**src/inc/hpq_regs.svh**
```systemverilog
// Register offsets, field positions, reset values and sizes of the queue
// block. Included by the package users; defines only.
`ifndef HPQ_REGS_SVH
`define HPQ_REGS_SVH

// Register byte offsets on the host address bus
`define HPQ_TXCTL_OFS    8'h70
`define HPQ_TXSTAT_OFS   8'h72
`define HPQ_TXFREE_OFS   8'h78
`define HPQ_TXQCMD_OFS   8'h80
`define HPQ_RXQCMD_OFS   8'h82
`define HPQ_TXPTR_OFS    8'h84
`define HPQ_RXPTR_OFS    8'h86
`define HPQ_IEN_OFS      8'h90
`define HPQ_ISTAT_OFS    8'h92
`define HPQ_TXREQ_OFS    8'h9e
`define HPQ_DATA_OFS     8'hd0

// Transmit control fields
`define HPQ_TXCTL_EN     0
`define HPQ_TXCTL_CRC    1
`define HPQ_TXCTL_PAD    2
`define HPQ_TXCTL_FLOW   3
`define HPQ_TXCTL_MASK   16'h01ef

// Queue command fields
`define HPQ_TXQ_MANUAL   0
`define HPQ_TXQ_SPACE    1
`define HPQ_TXQ_AUTO     2
`define HPQ_RXQ_DMA      3

// Data pointer fields
`define HPQ_PTR_AUTOINC  14
`define HPQ_PTR_BIGEND   11
`define HPQ_TXPTR_MASK   16'h47ff
`define HPQ_RXPTR_MASK   16'h4fff
`define HPQ_PTR_STEP     11'h002

// Interrupt bits
`define HPQ_IRQ_TXDONE   14
`define HPQ_IRQ_SPACE    6

// Frame header fields
`define HPQ_CTL_IRQ      15
`define HPQ_LEN_MSB      10

// Sizes and reset values
`define HPQ_TXQ_BYTES    13'h1800
`define HPQ_MAX_BYTES    11'h7d0
`define HPQ_RESET_WORD   16'h0000

`endif

```
**src/inc/hpq_pkg.sv**
```systemverilog
// Types shared by the host packet queue block.
// Widths follow the 16-bit host data path.
package hpq_pkg;

  typedef enum logic [4:0] {
    DR_IDLE = 5'b00001,
    DR_CTRL = 5'b00010,
    DR_LEN  = 5'b00100,
    DR_DATA = 5'b01000,
    DR_DONE = 5'b10000
  } hpq_drain_t;

  typedef enum logic [2:0] {
    FL_CTRL = 3'b001,
    FL_LEN  = 3'b010,
    FL_DATA = 3'b100
  } hpq_fill_t;

  typedef enum logic [2:0] {
    RX_STAT = 3'b001,
    RX_LEN  = 3'b010,
    RX_DATA = 3'b100
  } hpq_rxph_t;

  typedef struct packed {
    logic        wrPrev;
    logic        rdPrev;
    logic [15:0] txCtl;
    logic [15:0] txStat;
    logic [15:0] txQCmd;
    logic [15:0] rxQCmd;
    logic [15:0] txPtr;
    logic [15:0] rxPtr;
    logic [15:0] iEn;
    logic [15:0] iStat;
    logic [15:0] txReq;
    logic [12:0] freeMem;
    hpq_fill_t   fill;
    logic [10:0] fillLeft;
    logic [5:0]  prepared;
    logic [5:0]  queued;
    hpq_drain_t  drain;
    logic [10:0] drainLeft;
    logic [15:0] drainCtl;
    logic [10:0] drainLen;
    logic        fifoPush;
    logic [15:0] fifoWord;
    logic [15:0] busOut;
    logic        busOeN;
    logic        waitN;
    logic [15:0] macData;
    logic        macValid;
    logic        macLast;
    logic        intrN;
    hpq_rxph_t   rxPh;
    logic [10:0] rxLeft;
    logic        rxPop;
    logic        rxDone;
  } hpq_state_t;

endpackage

```
**src/hw/hpq_fifo.sv**
```systemverilog
// Word FIFO between host writes and the transmit drain.
// Assumes one clock; flops only, no memory macro.
`timescale 1ns/1ps
module hpq_fifo #(
  parameter int WIDTH = 16,
  parameter int DEPTH = 32
) (
  // Clock and reset
  input  wire logic             sys_clk,
  input  wire logic             reset,
  // Fill side
  input  wire logic             inValid,
  input  wire logic [WIDTH-1:0] inData,
  output logic                  inReady,
  // Drain side
  output logic                  outValid,
  output logic [WIDTH-1:0]      outData,
  input  wire logic             outReady
);
  localparam int AW = $clog2(DEPTH);

  typedef struct packed {
    logic [DEPTH-1:0][WIDTH-1:0] mem;
    logic [AW:0]                 wp;
    logic [AW:0]                 rp;
  } hpq_fifo_state_t;

  hpq_fifo_state_t st;
  hpq_fifo_state_t nx;
  logic            full;
  logic            empty;

  // Full and empty from the wrap bit of the pointers
  assign full     = (st.wp[AW] != st.rp[AW]) &&
                    (st.wp[AW-1:0] == st.rp[AW-1:0]);
  assign empty    = (st.wp == st.rp);
  assign inReady  = ~full;
  assign outValid = ~empty;
  assign outData  = st.mem[st.rp[AW-1:0]];

  // Push and pop
  always_comb begin
    nx = st;
    if (inValid && !full) begin
      nx.mem[st.wp[AW-1:0]] = inData;
      nx.wp = st.wp + 1'b1;
    end
    if (outReady && !empty) begin
      nx.rp = st.rp + 1'b1;
    end
  end

  always_ff @(posedge sys_clk or posedge reset) begin
    if (reset) begin
      st <= '0;
    end else begin
      st <= nx;
    end
  end
endmodule // hpq_fifo

```
**src/hw/hpq_top.sv**
```systemverilog
// Transmit queue manager and frame framing behind the host register port.
// Assumes host strobes and address are synchronous to sys_clk.
//
// What this block does
// - Frame is control, count, then data
// - CRC bit says whether data holds FCS
// - Header words byte-swapped in big endian
// - Status shows frame now leaving
// - Control bit 15 raises done interrupt
// - Frame tag copied into transmit status
// - Frame bytes pass through unchanged
// - Control register enables transmit options
// - Free memory counts unused queue bytes
// - Manual enqueue bit clears when sent
// - Space request raises space interrupt
// - Auto enqueue queues every prepared frame
// - DMA bit opens data register access
// - Pointer advances on data access
// - Enable bits gate interrupts to pin
// - Writing one clears status bit
// - Several frames may be queued
// - Receive header status then count
// - Receive data follows, at most 2000
// - Receive pointer bit 11 or strap picks endian mode
`timescale 1ns/1ps
`include "hpq_regs.svh"
module hpq_top (
  // Clock and reset
  input  wire logic        sys_clk,
  input  wire logic        reset,
  // Host bus
  input  wire logic        aen,
  input  wire logic [7:1]  addr,
  input  wire logic        busRdN,
  input  wire logic        busWrN,
  input  wire logic [15:0] busDataIn,
  output logic      [15:0] busDataOut,
  output logic             busDataOeN,
  output logic             busWaitN,
  output logic             intrN,
  // Strap
  input  wire logic        endianStrap,
  // Transmit stream to the MAC
  output logic      [15:0] macData,
  output logic             macValid,
  output logic             macLast,
  input  wire logic        macReady,
  output logic      [15:0] txOptions,
  // Receive frame from the MAC side
  input  wire logic        rxFrameValid,
  input  wire logic [15:0] rxStatusWord,
  input  wire logic [10:0] rxByteCount,
  input  wire logic [15:0] rxWord,
  output logic             rxWordPop,
  output logic             rxFrameDone
);

  hpq_pkg::hpq_state_t st;
  hpq_pkg::hpq_state_t nx;

  logic        fifoInReady;
  logic        fifoOutValid;
  logic [15:0] fifoOutData;
  logic        fifoPop;

  // Byte swap of a header word in big endian mode
  function automatic logic [15:0] swapIf(input logic big,
                                         input logic [15:0] w);
    swapIf = big ? {w[7:0], w[15:8]} : w;
  endfunction

  // Queue bytes of one frame: header plus data, on a 4-byte boundary
  function automatic logic [12:0] frameBytes(input logic [10:0] len);
    logic [12:0] s;
    s = {2'b00, len} + 13'h0007;
    frameBytes = {s[12:2], 2'b00};
  endfunction

  // Number of 16-bit words holding len bytes
  function automatic logic [10:0] wordsOf(input logic [10:0] len);
    logic [11:0] s;
    s = {1'b0, len} + 12'h001;
    wordsOf = s[11:1];
  endfunction

  hpq_fifo #(
    .WIDTH (16),
    .DEPTH (32)
  ) u_fifo (
    .sys_clk  (sys_clk),
    .reset    (reset),
    .inValid  (st.fifoPush),
    .inData   (st.fifoWord),
    .inReady  (fifoInReady),
    .outValid (fifoOutValid),
    .outData  (fifoOutData),
    .outReady (fifoPop)
  );

  logic        bigEnd;
  logic        wrFall;
  logic        rdRise;
  logic [7:0]  ofs;
  logic        dmaOn;
  logic        manualReq;
  logic [12:0] reserveBytes;
  logic [12:0] releaseBytes;
  logic        doneEvt;
  logic        spaceEvt;
  logic [15:0] hdr;
  logic [15:0] isClr;
  logic [10:0] rxLen;

  // Next state of the whole block
  always_comb begin
    nx = st;
    bigEnd = endianStrap | st.rxPtr[`HPQ_PTR_BIGEND];
    wrFall = st.wrPrev & ~busWrN;
    rdRise = ~st.rdPrev & busRdN;
    ofs = {addr, 1'b0};
    dmaOn = st.rxQCmd[`HPQ_RXQ_DMA];
    manualReq = 1'b0;
    reserveBytes = 13'h0000;
    releaseBytes = 13'h0000;
    doneEvt = 1'b0;
    spaceEvt = 1'b0;
    isClr = 16'h0000;
    fifoPop = 1'b0;
    hdr = swapIf(bigEnd, busDataIn);
    rxLen = (rxByteCount > `HPQ_MAX_BYTES) ? `HPQ_MAX_BYTES
                                            : rxByteCount;
    nx.wrPrev = busWrN;
    nx.rdPrev = busRdN;
    nx.fifoPush = 1'b0;
    nx.rxPop = 1'b0;
    nx.rxDone = 1'b0;

    // Register writes on the falling edge of the write strobe
    if (wrFall && !aen) begin
      case (ofs)
        `HPQ_TXCTL_OFS: begin
          nx.txCtl = busDataIn & `HPQ_TXCTL_MASK;
        end
        `HPQ_TXQCMD_OFS: begin
          manualReq = busDataIn[`HPQ_TXQ_MANUAL];
          nx.txQCmd[`HPQ_TXQ_SPACE] = st.txQCmd[`HPQ_TXQ_SPACE] |
                                      busDataIn[`HPQ_TXQ_SPACE];
          nx.txQCmd[`HPQ_TXQ_AUTO] = busDataIn[`HPQ_TXQ_AUTO];
        end
        `HPQ_RXQCMD_OFS: nx.rxQCmd = busDataIn;
        `HPQ_TXPTR_OFS: nx.txPtr = busDataIn & `HPQ_TXPTR_MASK;
        `HPQ_RXPTR_OFS: nx.rxPtr = busDataIn & `HPQ_RXPTR_MASK;
        `HPQ_IEN_OFS: nx.iEn = busDataIn;
        `HPQ_ISTAT_OFS: isClr = busDataIn;
        `HPQ_TXREQ_OFS: nx.txReq = busDataIn;
        `HPQ_DATA_OFS: begin
          if (dmaOn) begin
            nx.fifoPush = 1'b1;
            nx.fifoWord = busDataIn;
            if (st.txPtr[`HPQ_PTR_AUTOINC]) begin
              nx.txPtr[10:0] = st.txPtr[10:0] + `HPQ_PTR_STEP;
            end
            // Parse the frame as it is written
            case (st.fill)
              hpq_pkg::FL_CTRL: nx.fill = hpq_pkg::FL_LEN;
              hpq_pkg::FL_LEN: begin
                reserveBytes = frameBytes(hdr[`HPQ_LEN_MSB:0]);
                nx.prepared = st.prepared + 6'h01;
                nx.fillLeft = wordsOf(hdr[`HPQ_LEN_MSB:0]);
                nx.fill = hpq_pkg::FL_DATA;
              end
              hpq_pkg::FL_DATA: begin
                nx.fillLeft = st.fillLeft - 11'h001;
                if (st.fillLeft <= 11'h001) begin
                  nx.fill = hpq_pkg::FL_CTRL;
                end
              end
              default: nx.fill = hpq_pkg::FL_CTRL;
            endcase
          end
        end
        default: ;
      endcase
    end

    // Receive frame reads advance on the rising edge of the read strobe
    if (rdRise && !aen && ofs == `HPQ_DATA_OFS && dmaOn && rxFrameValid) begin
      if (st.rxPtr[`HPQ_PTR_AUTOINC]) begin
        nx.rxPtr[10:0] = st.rxPtr[10:0] + `HPQ_PTR_STEP;
      end
      case (st.rxPh)
        hpq_pkg::RX_STAT: nx.rxPh = hpq_pkg::RX_LEN;
        hpq_pkg::RX_LEN: begin
          nx.rxLeft = wordsOf(rxLen);
          nx.rxPh = hpq_pkg::RX_DATA;
        end
        hpq_pkg::RX_DATA: begin
          nx.rxPop = 1'b1;
          nx.rxLeft = st.rxLeft - 11'h001;
          if (st.rxLeft <= 11'h001) begin
            nx.rxDone = 1'b1;
            nx.rxPh = hpq_pkg::RX_STAT;
          end
        end
        default: nx.rxPh = hpq_pkg::RX_STAT;
      endcase
    end

    // Drain queued frames toward the MAC
    if (st.macValid && macReady) begin
      nx.macValid = 1'b0;
    end
    case (st.drain)
      hpq_pkg::DR_IDLE: begin
        if (st.queued != 6'h00 && st.txCtl[`HPQ_TXCTL_EN]) begin
          nx.drain = hpq_pkg::DR_CTRL;
        end
      end
      hpq_pkg::DR_CTRL: begin
        if (fifoOutValid) begin
          fifoPop = 1'b1;
          nx.drainCtl = swapIf(bigEnd, fifoOutData);
          nx.txStat = swapIf(bigEnd, fifoOutData) & 16'h003f;
          nx.drain = hpq_pkg::DR_LEN;
        end
      end
      hpq_pkg::DR_LEN: begin
        if (fifoOutValid) begin
          fifoPop = 1'b1;
          hdr = swapIf(bigEnd, fifoOutData);
          nx.drainLen = hdr[`HPQ_LEN_MSB:0];
          nx.drainLeft = wordsOf(hdr[`HPQ_LEN_MSB:0]);
          nx.drain = (hdr[`HPQ_LEN_MSB:0] == 11'h000) ? hpq_pkg::DR_DONE
                                                      : hpq_pkg::DR_DATA;
        end
      end
      hpq_pkg::DR_DATA: begin
        if (fifoOutValid && (!st.macValid || macReady)) begin
          fifoPop = 1'b1;
          nx.macData = fifoOutData;
          nx.macValid = 1'b1;
          nx.macLast = (st.drainLeft == 11'h001);
          nx.drainLeft = st.drainLeft - 11'h001;
          if (st.drainLeft == 11'h001) begin
            nx.drain = hpq_pkg::DR_DONE;
          end
        end
      end
      hpq_pkg::DR_DONE: begin
        if (!st.macValid) begin
          releaseBytes = frameBytes(st.drainLen);
          nx.queued = st.queued - 6'h01;
          doneEvt = st.drainCtl[`HPQ_CTL_IRQ];
          nx.txQCmd[`HPQ_TXQ_MANUAL] = 1'b0;
          nx.drain = hpq_pkg::DR_IDLE;
        end
      end
      default: nx.drain = hpq_pkg::DR_IDLE;
    endcase

    // Manual enqueue of one prepared frame
    if (manualReq && !st.txQCmd[`HPQ_TXQ_MANUAL] && nx.prepared != 6'h00) begin
      nx.queued = nx.queued + 6'h01;
      nx.prepared = nx.prepared - 6'h01;
      nx.txQCmd[`HPQ_TXQ_MANUAL] = 1'b1;
    end
    // Auto enqueue moves every prepared frame
    if (nx.txQCmd[`HPQ_TXQ_AUTO]) begin
      nx.queued = nx.queued + nx.prepared;
      nx.prepared = 6'h00;
    end

    // Free memory and space request
    nx.freeMem = st.freeMem - reserveBytes + releaseBytes;
    if (st.txQCmd[`HPQ_TXQ_SPACE] &&
        {5'b00000, st.freeMem} >= {st.txReq, 2'b00}) begin
      spaceEvt = 1'b1;
      nx.txQCmd[`HPQ_TXQ_SPACE] = 1'b0;
    end

    // Interrupt status: a set wins over a clear in the same cycle
    nx.iStat = st.iStat & ~isClr;
    if (doneEvt) begin
      nx.iStat[`HPQ_IRQ_TXDONE] = 1'b1;
    end
    if (spaceEvt) begin
      nx.iStat[`HPQ_IRQ_SPACE] = 1'b1;
    end
    nx.intrN = ~|(nx.iStat & nx.iEn);

    // Read data drive while the read strobe is low
    nx.busOeN = 1'b1;
    nx.busOut = `HPQ_RESET_WORD;
    if (!busRdN && !aen) begin
      nx.busOeN = 1'b0;
      case (ofs)
        `HPQ_TXCTL_OFS: nx.busOut = st.txCtl;
        `HPQ_TXSTAT_OFS: nx.busOut = st.txStat;
        `HPQ_TXFREE_OFS: nx.busOut = {3'b000, st.freeMem};
        `HPQ_TXQCMD_OFS: nx.busOut = st.txQCmd;
        `HPQ_RXQCMD_OFS: nx.busOut = st.rxQCmd;
        `HPQ_TXPTR_OFS: nx.busOut = st.txPtr;
        `HPQ_RXPTR_OFS: nx.busOut = st.rxPtr;
        `HPQ_IEN_OFS: nx.busOut = st.iEn;
        `HPQ_ISTAT_OFS: nx.busOut = st.iStat;
        `HPQ_TXREQ_OFS: nx.busOut = st.txReq;
        `HPQ_DATA_OFS: begin
          if (dmaOn && rxFrameValid) begin
            case (st.rxPh)
              hpq_pkg::RX_STAT: nx.busOut = swapIf(bigEnd, rxStatusWord);
              hpq_pkg::RX_LEN: nx.busOut = swapIf(bigEnd, {5'b00000, rxLen});
              default: nx.busOut = rxWord;
            endcase
          end
        end
        default: nx.busOut = `HPQ_RESET_WORD;
      endcase
    end
    nx.waitN = fifoInReady;
  end

  // State register
  always_ff @(posedge sys_clk or posedge reset) begin
    if (reset) begin
      st <= '0;
      st.wrPrev <= 1'b1;
      st.rdPrev <= 1'b1;
      st.freeMem <= `HPQ_TXQ_BYTES;
      st.fill <= hpq_pkg::FL_CTRL;
      st.drain <= hpq_pkg::DR_IDLE;
      st.rxPh <= hpq_pkg::RX_STAT;
      st.busOeN <= 1'b1;
      st.intrN <= 1'b1;
    end else begin
      st <= nx;
    end
  end

  // Outputs straight from the state register
  assign busDataOut  = st.busOut;
  assign busDataOeN  = st.busOeN;
  assign busWaitN    = st.waitN;
  assign intrN       = st.intrN;
  assign macData     = st.macData;
  assign macValid    = st.macValid;
  assign macLast     = st.macLast;
  assign txOptions   = st.txCtl;
  assign rxWordPop   = st.rxPop;
  assign rxFrameDone = st.rxDone;
endmodule // hpq_top

```
**config.mk**
```make
export PLATFORM = sky130hd
export DESIGN_NAME = hpq_top
export DESIGN_NICKNAME = d
export VERILOG_FILES = /design/src/inc/hpq_pkg.sv /design/src/hw/hpq_fifo.sv /design/src/hw/hpq_top.sv
export VERILOG_INCLUDE_DIRS = /design/src /design/src/inc
export SDC_FILE = /design/constraint.sdc
export NUM_CORES = 2
export LEC_CHECK = 0
export BUFFER_PORTS_ARGS = -buffer_cell sky130_fd_sc_hd__buf_2
export CAP_MARGIN = 20
export CORE_ASPECT_RATIO = 1.25
export CORE_MARGIN = 2
export CORE_UTILIZATION = 41
export DETAILED_ROUTE_END_ITERATION = 8
export PLACE_DENSITY = 0.68
export SLEW_MARGIN = 20
export SYNTH_ARGS = -nofsm -noshare
export SYNTH_HDL_FRONTEND = slang
export SYNTH_HIERARCHICAL = 1
export SYNTH_SLANG_ARGS = --single-unit
```
**constraint.sdc**
```tcl
create_clock -name sys_clk -period 31.9 [get_ports sys_clk]
set_clock_uncertainty 0.1 [all_clocks]
set_input_delay 4.785 -clock sys_clk [delete_from_list [all_inputs] [get_ports sys_clk]]
set_output_delay 4.785 -clock sys_clk [all_outputs]
set_load 0.03 [all_outputs]
```
# Word-level counts from Yosys, hierarchy flattened
# Cells that the tools add are included.
[totals]
reg_bits = 784
inputBits = 74
[op_classes]
n_addsub = 19
n_lt_le_gt_ge = 7
eq_ne = 37
mux = 77
bitwise_logic = 11
n_reduce_logical = 55
[ops]
columns = ["op", "count"]
rows = [
  ["bitwise mux 512 bit", 1],
  ["2-to-1 mux 16 bit", 11],
  ["one-hot mux 16 bit (11 select lines)", 1],
  ["2-to-1 mux 12 bit", 8],
  ["2-to-1 mux 11 bit", 8],
  ["one-hot mux 11 bit (2 select lines)", 4],
  ["binary-select mux 16 bit (select 5 bit)", 1],
  ["demux 16 bit (select 5 bit)", 1],
  ["2-to-1 mux 17 bit", 4],
  ["== test 7 bit, second input constant", 8],
  ["adder 11 x 1 -> 12 bit, second input constant", 3],
  ["subtractor 11 x 1 -> 11 bit, second input constant", 3],
  ["bitwise AND 16 bit", 2],
  ["one-hot mux 16 bit (2 select lines)", 1],
  ["2-to-1 mux 6 bit", 5],
  ["2-to-1 mux 27 bit", 1],
  ["one-hot mux 5 bit (5 select lines)", 1],
  ["adder 11 x 3 -> 12 bit, second input constant", 2],
  ["adder 6 x 1 -> 6 bit, second input constant", 4],
  ["AND reduction 2 bit", 12],
  ["adder 11 x 2 -> 11 bit, second input constant", 2],
  ["<= comparator 11 x 1 -> 1 bit, second input constant", 2],
  ["== test 7 x 6 -> 1 bit, second input constant", 3],
  ["2-to-1 mux 5 bit", 4],
  ["42 further kinds", 114],
]

# Longest topological paths before layout
[logic_depth]
ltp_word = 10
mapped_depth = 20
mapped_depth_nobuf = 17

# Cells and area by module
# The synthesis kept the hierarchy.
[modules_own_cells]
columns = ["module", "instances", "cells_per_inst", "area_per_inst_um2"]
rows = [
  ["hpq_fifo", 1, 1484, 24020.5],
  ["hpq_top", 1, 1682, 15227.1],
]

# Least setup slack after synthesis
# Ideal clock, no wire load.
[synth_timing]
path_type = "input to register"
from = "input busWrN"
to = "register st[118] (netlist name)"
setup_ns = 0.131
arrival_ns = 8.813
required_time_ns = 31.669
setup_slack_ns = 22.855
cell_stages = 20
path_buffers = 3
cell_sequence = "or3b_1 -> buf_2 -> or4_4 -> inv_2 -> buf_2 -> nand2_1 -> mux2i_1 -> ha_1 -> o2111ai_2 -> and2_1 -> buf_6 -> mux2_4 -> ha_1 -> a211oi_1 -> o21bai_1 -> a21o_1 -> nand2_1 -> or3b_1 -> o311ai_1 -> xnor2_1"
[synth_lines]
columns = ["element", "line_no", "rtl"]
rows = [
  ["start, declared", "hpq_top.sv:35", "input wire logic busWrN,"],
]

==> metrics <==
result of the run finished clean; max-cap check violation count 0; Final Max Slew Viols 0; global-route usage over all layers 21.23%; Die X-Extent 280.7 um; crit share post-route 29.84%; fin nets 3284; combined area of all synthesized cells 0.03925 mm^2; startpoint kind of the worst setup timing path primary input; area of the core 0.09459 mm^2; Final Routed Wirelength 104.3 mm; actual slew at the worst max-slew pin 1.146 ns; Chip Height 349.9 um; die area 0.09823 mm^2; min-delay src macLast$_DFFE_PP0P_; dominant combinational cell family by area after synthesis multiplexers; Iter 0 DRT Violations 2524; I/O pins 129; worst ir drop on vdd 0.04236 mV; register bit total from synthesis 767; area fraction of the dominant cell type after synthesis 48.33%; Synth area leaders sky130_fd_sc_hd__dfrtp_1 (48%), sky130_fd_sc_hd__mux2_2 (15%), sky130_fd_sc_hd__mux4_2 (7.5%), sky130_fd_sc_hd__nand2_1 (2.2%), sky130_fd_sc_hd__mux2_4 (2.0%); Reg2Reg Setup Slack 25.86 ns; layout cells sized above 1 33.60%; minimum hold slack 0.3825 ns; DP Wirelength 68.38 mm; synthesis warning total 6; endpoint of the worst hold-timing path macLast$_DFFE_PP0P_; number of hold buffers added after cts 0; cell chosen for the clock root sky130_fd_sc_hd__clkbuf_16; # diodes 0; sequential share of the synthesized area 48.93%; ys async rst share 100.0%; # resized after CTS 0; proportion of synthesized area in mux cells 25.79%; number of standard-cell rows in the floorplan 126; post-placement worst setup slack 21.76 ns; Cell Count, Final, Fillers Out 4424; cell total after placement 4283; data required time at the worst endpoint 32.32 ns; initial standard-cell utilization of the core 41.49%; H-tree depth 3; final hold violation count 0; number of buffers inserted by port buffering 120; Period minus WS final 9.520 ns; Critical Path AT 9.94 ns; maximum number of pins on one net before global-route repair 178; R2R depth 11; top achievable clock speed 105.0 MHz; number of enable flip-flop cells after synthesis 0; global placement routability congestion 0.9107; Final Worst Setup Slack 22.38 ns; number of cells traversed by the worst hold path 2; number of global-route vias before repair 25887; Mean Syn Cell Area 12.40 um^2; number of antenna violations at the first check in global routing 0; Synth Area in Adders 2.206%; Post-Syn Instances 3166; postcts setup bufs 0; Clock Latency Late Sink 0.65 ns; endpoint of the worst register-to-register path st[103]$_DFFE_PP0P_; drt wl/cell 23.59 um; antenna-violating nets left 0; GRT overflow 0; via total after detailed routing 26038; Cell variety after synth 94; Post-Route Utilization 45.53%; total design power 2.021 mW; Post-DP Area 0.04036 mm^2; compound-cell area share of the yosys netlist 7.842%; share of synthesized cell area in and, or, nand and nor gates 8.799%; CP Max Fanout 31; wire length of the first global-routing pass 159.8 mm; leakage power 20.42 nW; post-detailed-route via-to-cell ratio 5.886; endpoints failing setup 0; PwrDens 46.92 mW/mm^2; area of all placed cells without fillers 0.04306 mm^2; relative max-transition margin 22.93%; clock tree from TritonCTS yes; most frequently used cell type in the post-synthesis netlist sky130_fd_sc_hd__dfrtp_1; reg2reg start u_fifo/st[1]$_DFFE_PP0P_; type of destination of the critical path flop; number of buffers inserted during clock tree synthesis 77; leading area contributor after synthesis sky130_fd_sc_hd__dfrtp_1; first-pass iteration count of the detailed router 8; Setup Total Neg Slack 0 ns; XOR/XNOR Fraction of Synth Area 1.871%; Hold/Removal Path Class reg2reg; area overhead of the layout relative to synthesis 9.720%; Primary FF master, synth sky130_fd_sc_hd__dfrtp_1; unrepaired setup endpoints after global routing false; Setup Crit Path Kind in2reg; most frequent cells after synthesis sky130_fd_sc_hd__dfrtp_1 (758), sky130_fd_sc_hd__mux2_2 (534), sky130_fd_sc_hd__nand2_1 (230); buffers from clock root to sink, at most 3; post-route DRC violation count 0; clock sink count 767; Clock Pin Slew Worst Setup and Hold Paths 0.07 ns
worst max-delay path, cell delays in order:
cell                        delay [ns]
sky130_fd_sc_hd__buf_2            0.12
sky130_fd_sc_hd__or3b_1           0.54
sky130_fd_sc_hd__or4_4            0.79
sky130_fd_sc_hd__inv_2            0.36
sky130_fd_sc_hd__nand2_1          0.31
sky130_fd_sc_hd__mux2i_1          0.37
sky130_fd_sc_hd__ha_1             0.29
sky130_fd_sc_hd__o2111ai_2        0.23
sky130_fd_sc_hd__and2_1           0.36
sky130_fd_sc_hd__mux2i_1          0.35
sky130_fd_sc_hd__ha_1             0.31
sky130_fd_sc_hd__a211oi_1         0.24
sky130_fd_sc_hd__o21bai_1         0.12
sky130_fd_sc_hd__a21o_1           0.23
sky130_fd_sc_hd__a211oi_1         0.19
sky130_fd_sc_hd__mux2i_1          0.11
sky130_fd_sc_hd__o311ai_1         0.10
sky130_fd_sc_hd__xnor2_1          0.11
metal layers:
metal  up-vias  routed length [um]  part of all wire [%]  global-route usage (%)
met5         -                   0                     0                       0
met4         0                4465                   4.3                   8.916
met3       201                5738                   5.5                   2.951
met2       822               51530                    49                   36.47
met1     13521               42620                    41                   26.85
li1      11494                   -                     -                       -
where the power goes:
| group | total (mW) | switching, mW | internal (mW) | leakage (nW) |
|---|---|---|---|---|
| Combinational | 0.0795 | 0.0554 | 0.0240 | 8.74 |
| Clock | 0.952 | 0.405 | 0.548 | 1.28 |
| Sequential | 0.989 | 0.00927 | 0.980 | 10.4 |
worst max path at each step:
stage / startpoint / to / slack, ns / cells past startpoint
final: busWrN / st[118]$_DFF_PP0_ / 22.38 / 18
after global placement: busWrN / st[118]$_DFF_PP0_ / 21.81 / 18
after CTS: busWrN / st[118]$_DFF_PP0_ / 22.44 / 18
after global routing: busWrN / st[118]$_DFF_PP0_ / 22.08 / 18
after floorplan: reset / u_fifo/st[0]$_DFFE_PP0P_ / 12.37 / 1
after detailed placement: busWrN / st[118]$_DFF_PP0_ / 21.76 / 18
layout by cell type (no fill, tap or decap), types with 17 or more instances in the layout:
cell	instances
sky130_fd_sc_hd__a21boi_0	17
sky130_fd_sc_hd__a21oi_1	113
sky130_fd_sc_hd__a22oi_1	24
sky130_fd_sc_hd__a31oi_1	21
sky130_fd_sc_hd__and2_1	23
sky130_fd_sc_hd__buf_2	120
sky130_fd_sc_hd__buf_4	51
sky130_fd_sc_hd__clkbuf_1	21
sky130_fd_sc_hd__clkbuf_16	77
sky130_fd_sc_hd__dfrtp_1	755
sky130_fd_sc_hd__ha_1	50
sky130_fd_sc_hd__inv_1	74
sky130_fd_sc_hd__mux2_2	534
sky130_fd_sc_hd__mux2_4	51
sky130_fd_sc_hd__mux2i_1	38
sky130_fd_sc_hd__mux4_2	130
sky130_fd_sc_hd__nand2_1	230
sky130_fd_sc_hd__nand3_1	50
sky130_fd_sc_hd__nand3_2	19
sky130_fd_sc_hd__nor2_1	120
sky130_fd_sc_hd__nor3_1	40
sky130_fd_sc_hd__nor4_1	31
sky130_fd_sc_hd__o21ai_0	101
sky130_fd_sc_hd__o22ai_1	72
sky130_fd_sc_hd__or3_1	18
sky130_fd_sc_hd__xnor2_1	54
sky130_fd_sc_hd__xor2_1	28
cell type report:
type / instances / area [um^2]
tap: 1216 / 1521
clock inverter: 32 / 515.5
fill: 8414 / 51530
inverter: 77 / 304.0
multi-input combinational: 2050 / 18320
clock buffer: 107 / 2130
sequential: 767 / 19210
timing repair buffer: 175 / 1062
cell families after synthesis:
family          count (synthesis)
xor+xnor                       83
compound gates                476
simple gates                  665
other cells                     1
flops                         767
buf+inv                       356
mux                           756
fa+ha+maj                      62
state kept, by name, summed over array words and instances, names as in the netlist, 8 cells and up:
signal      flops
busDataOut     16
st            195
u_fifo/st     524
macData        16
txOptions       8
(Power assumes the default switching activity.)
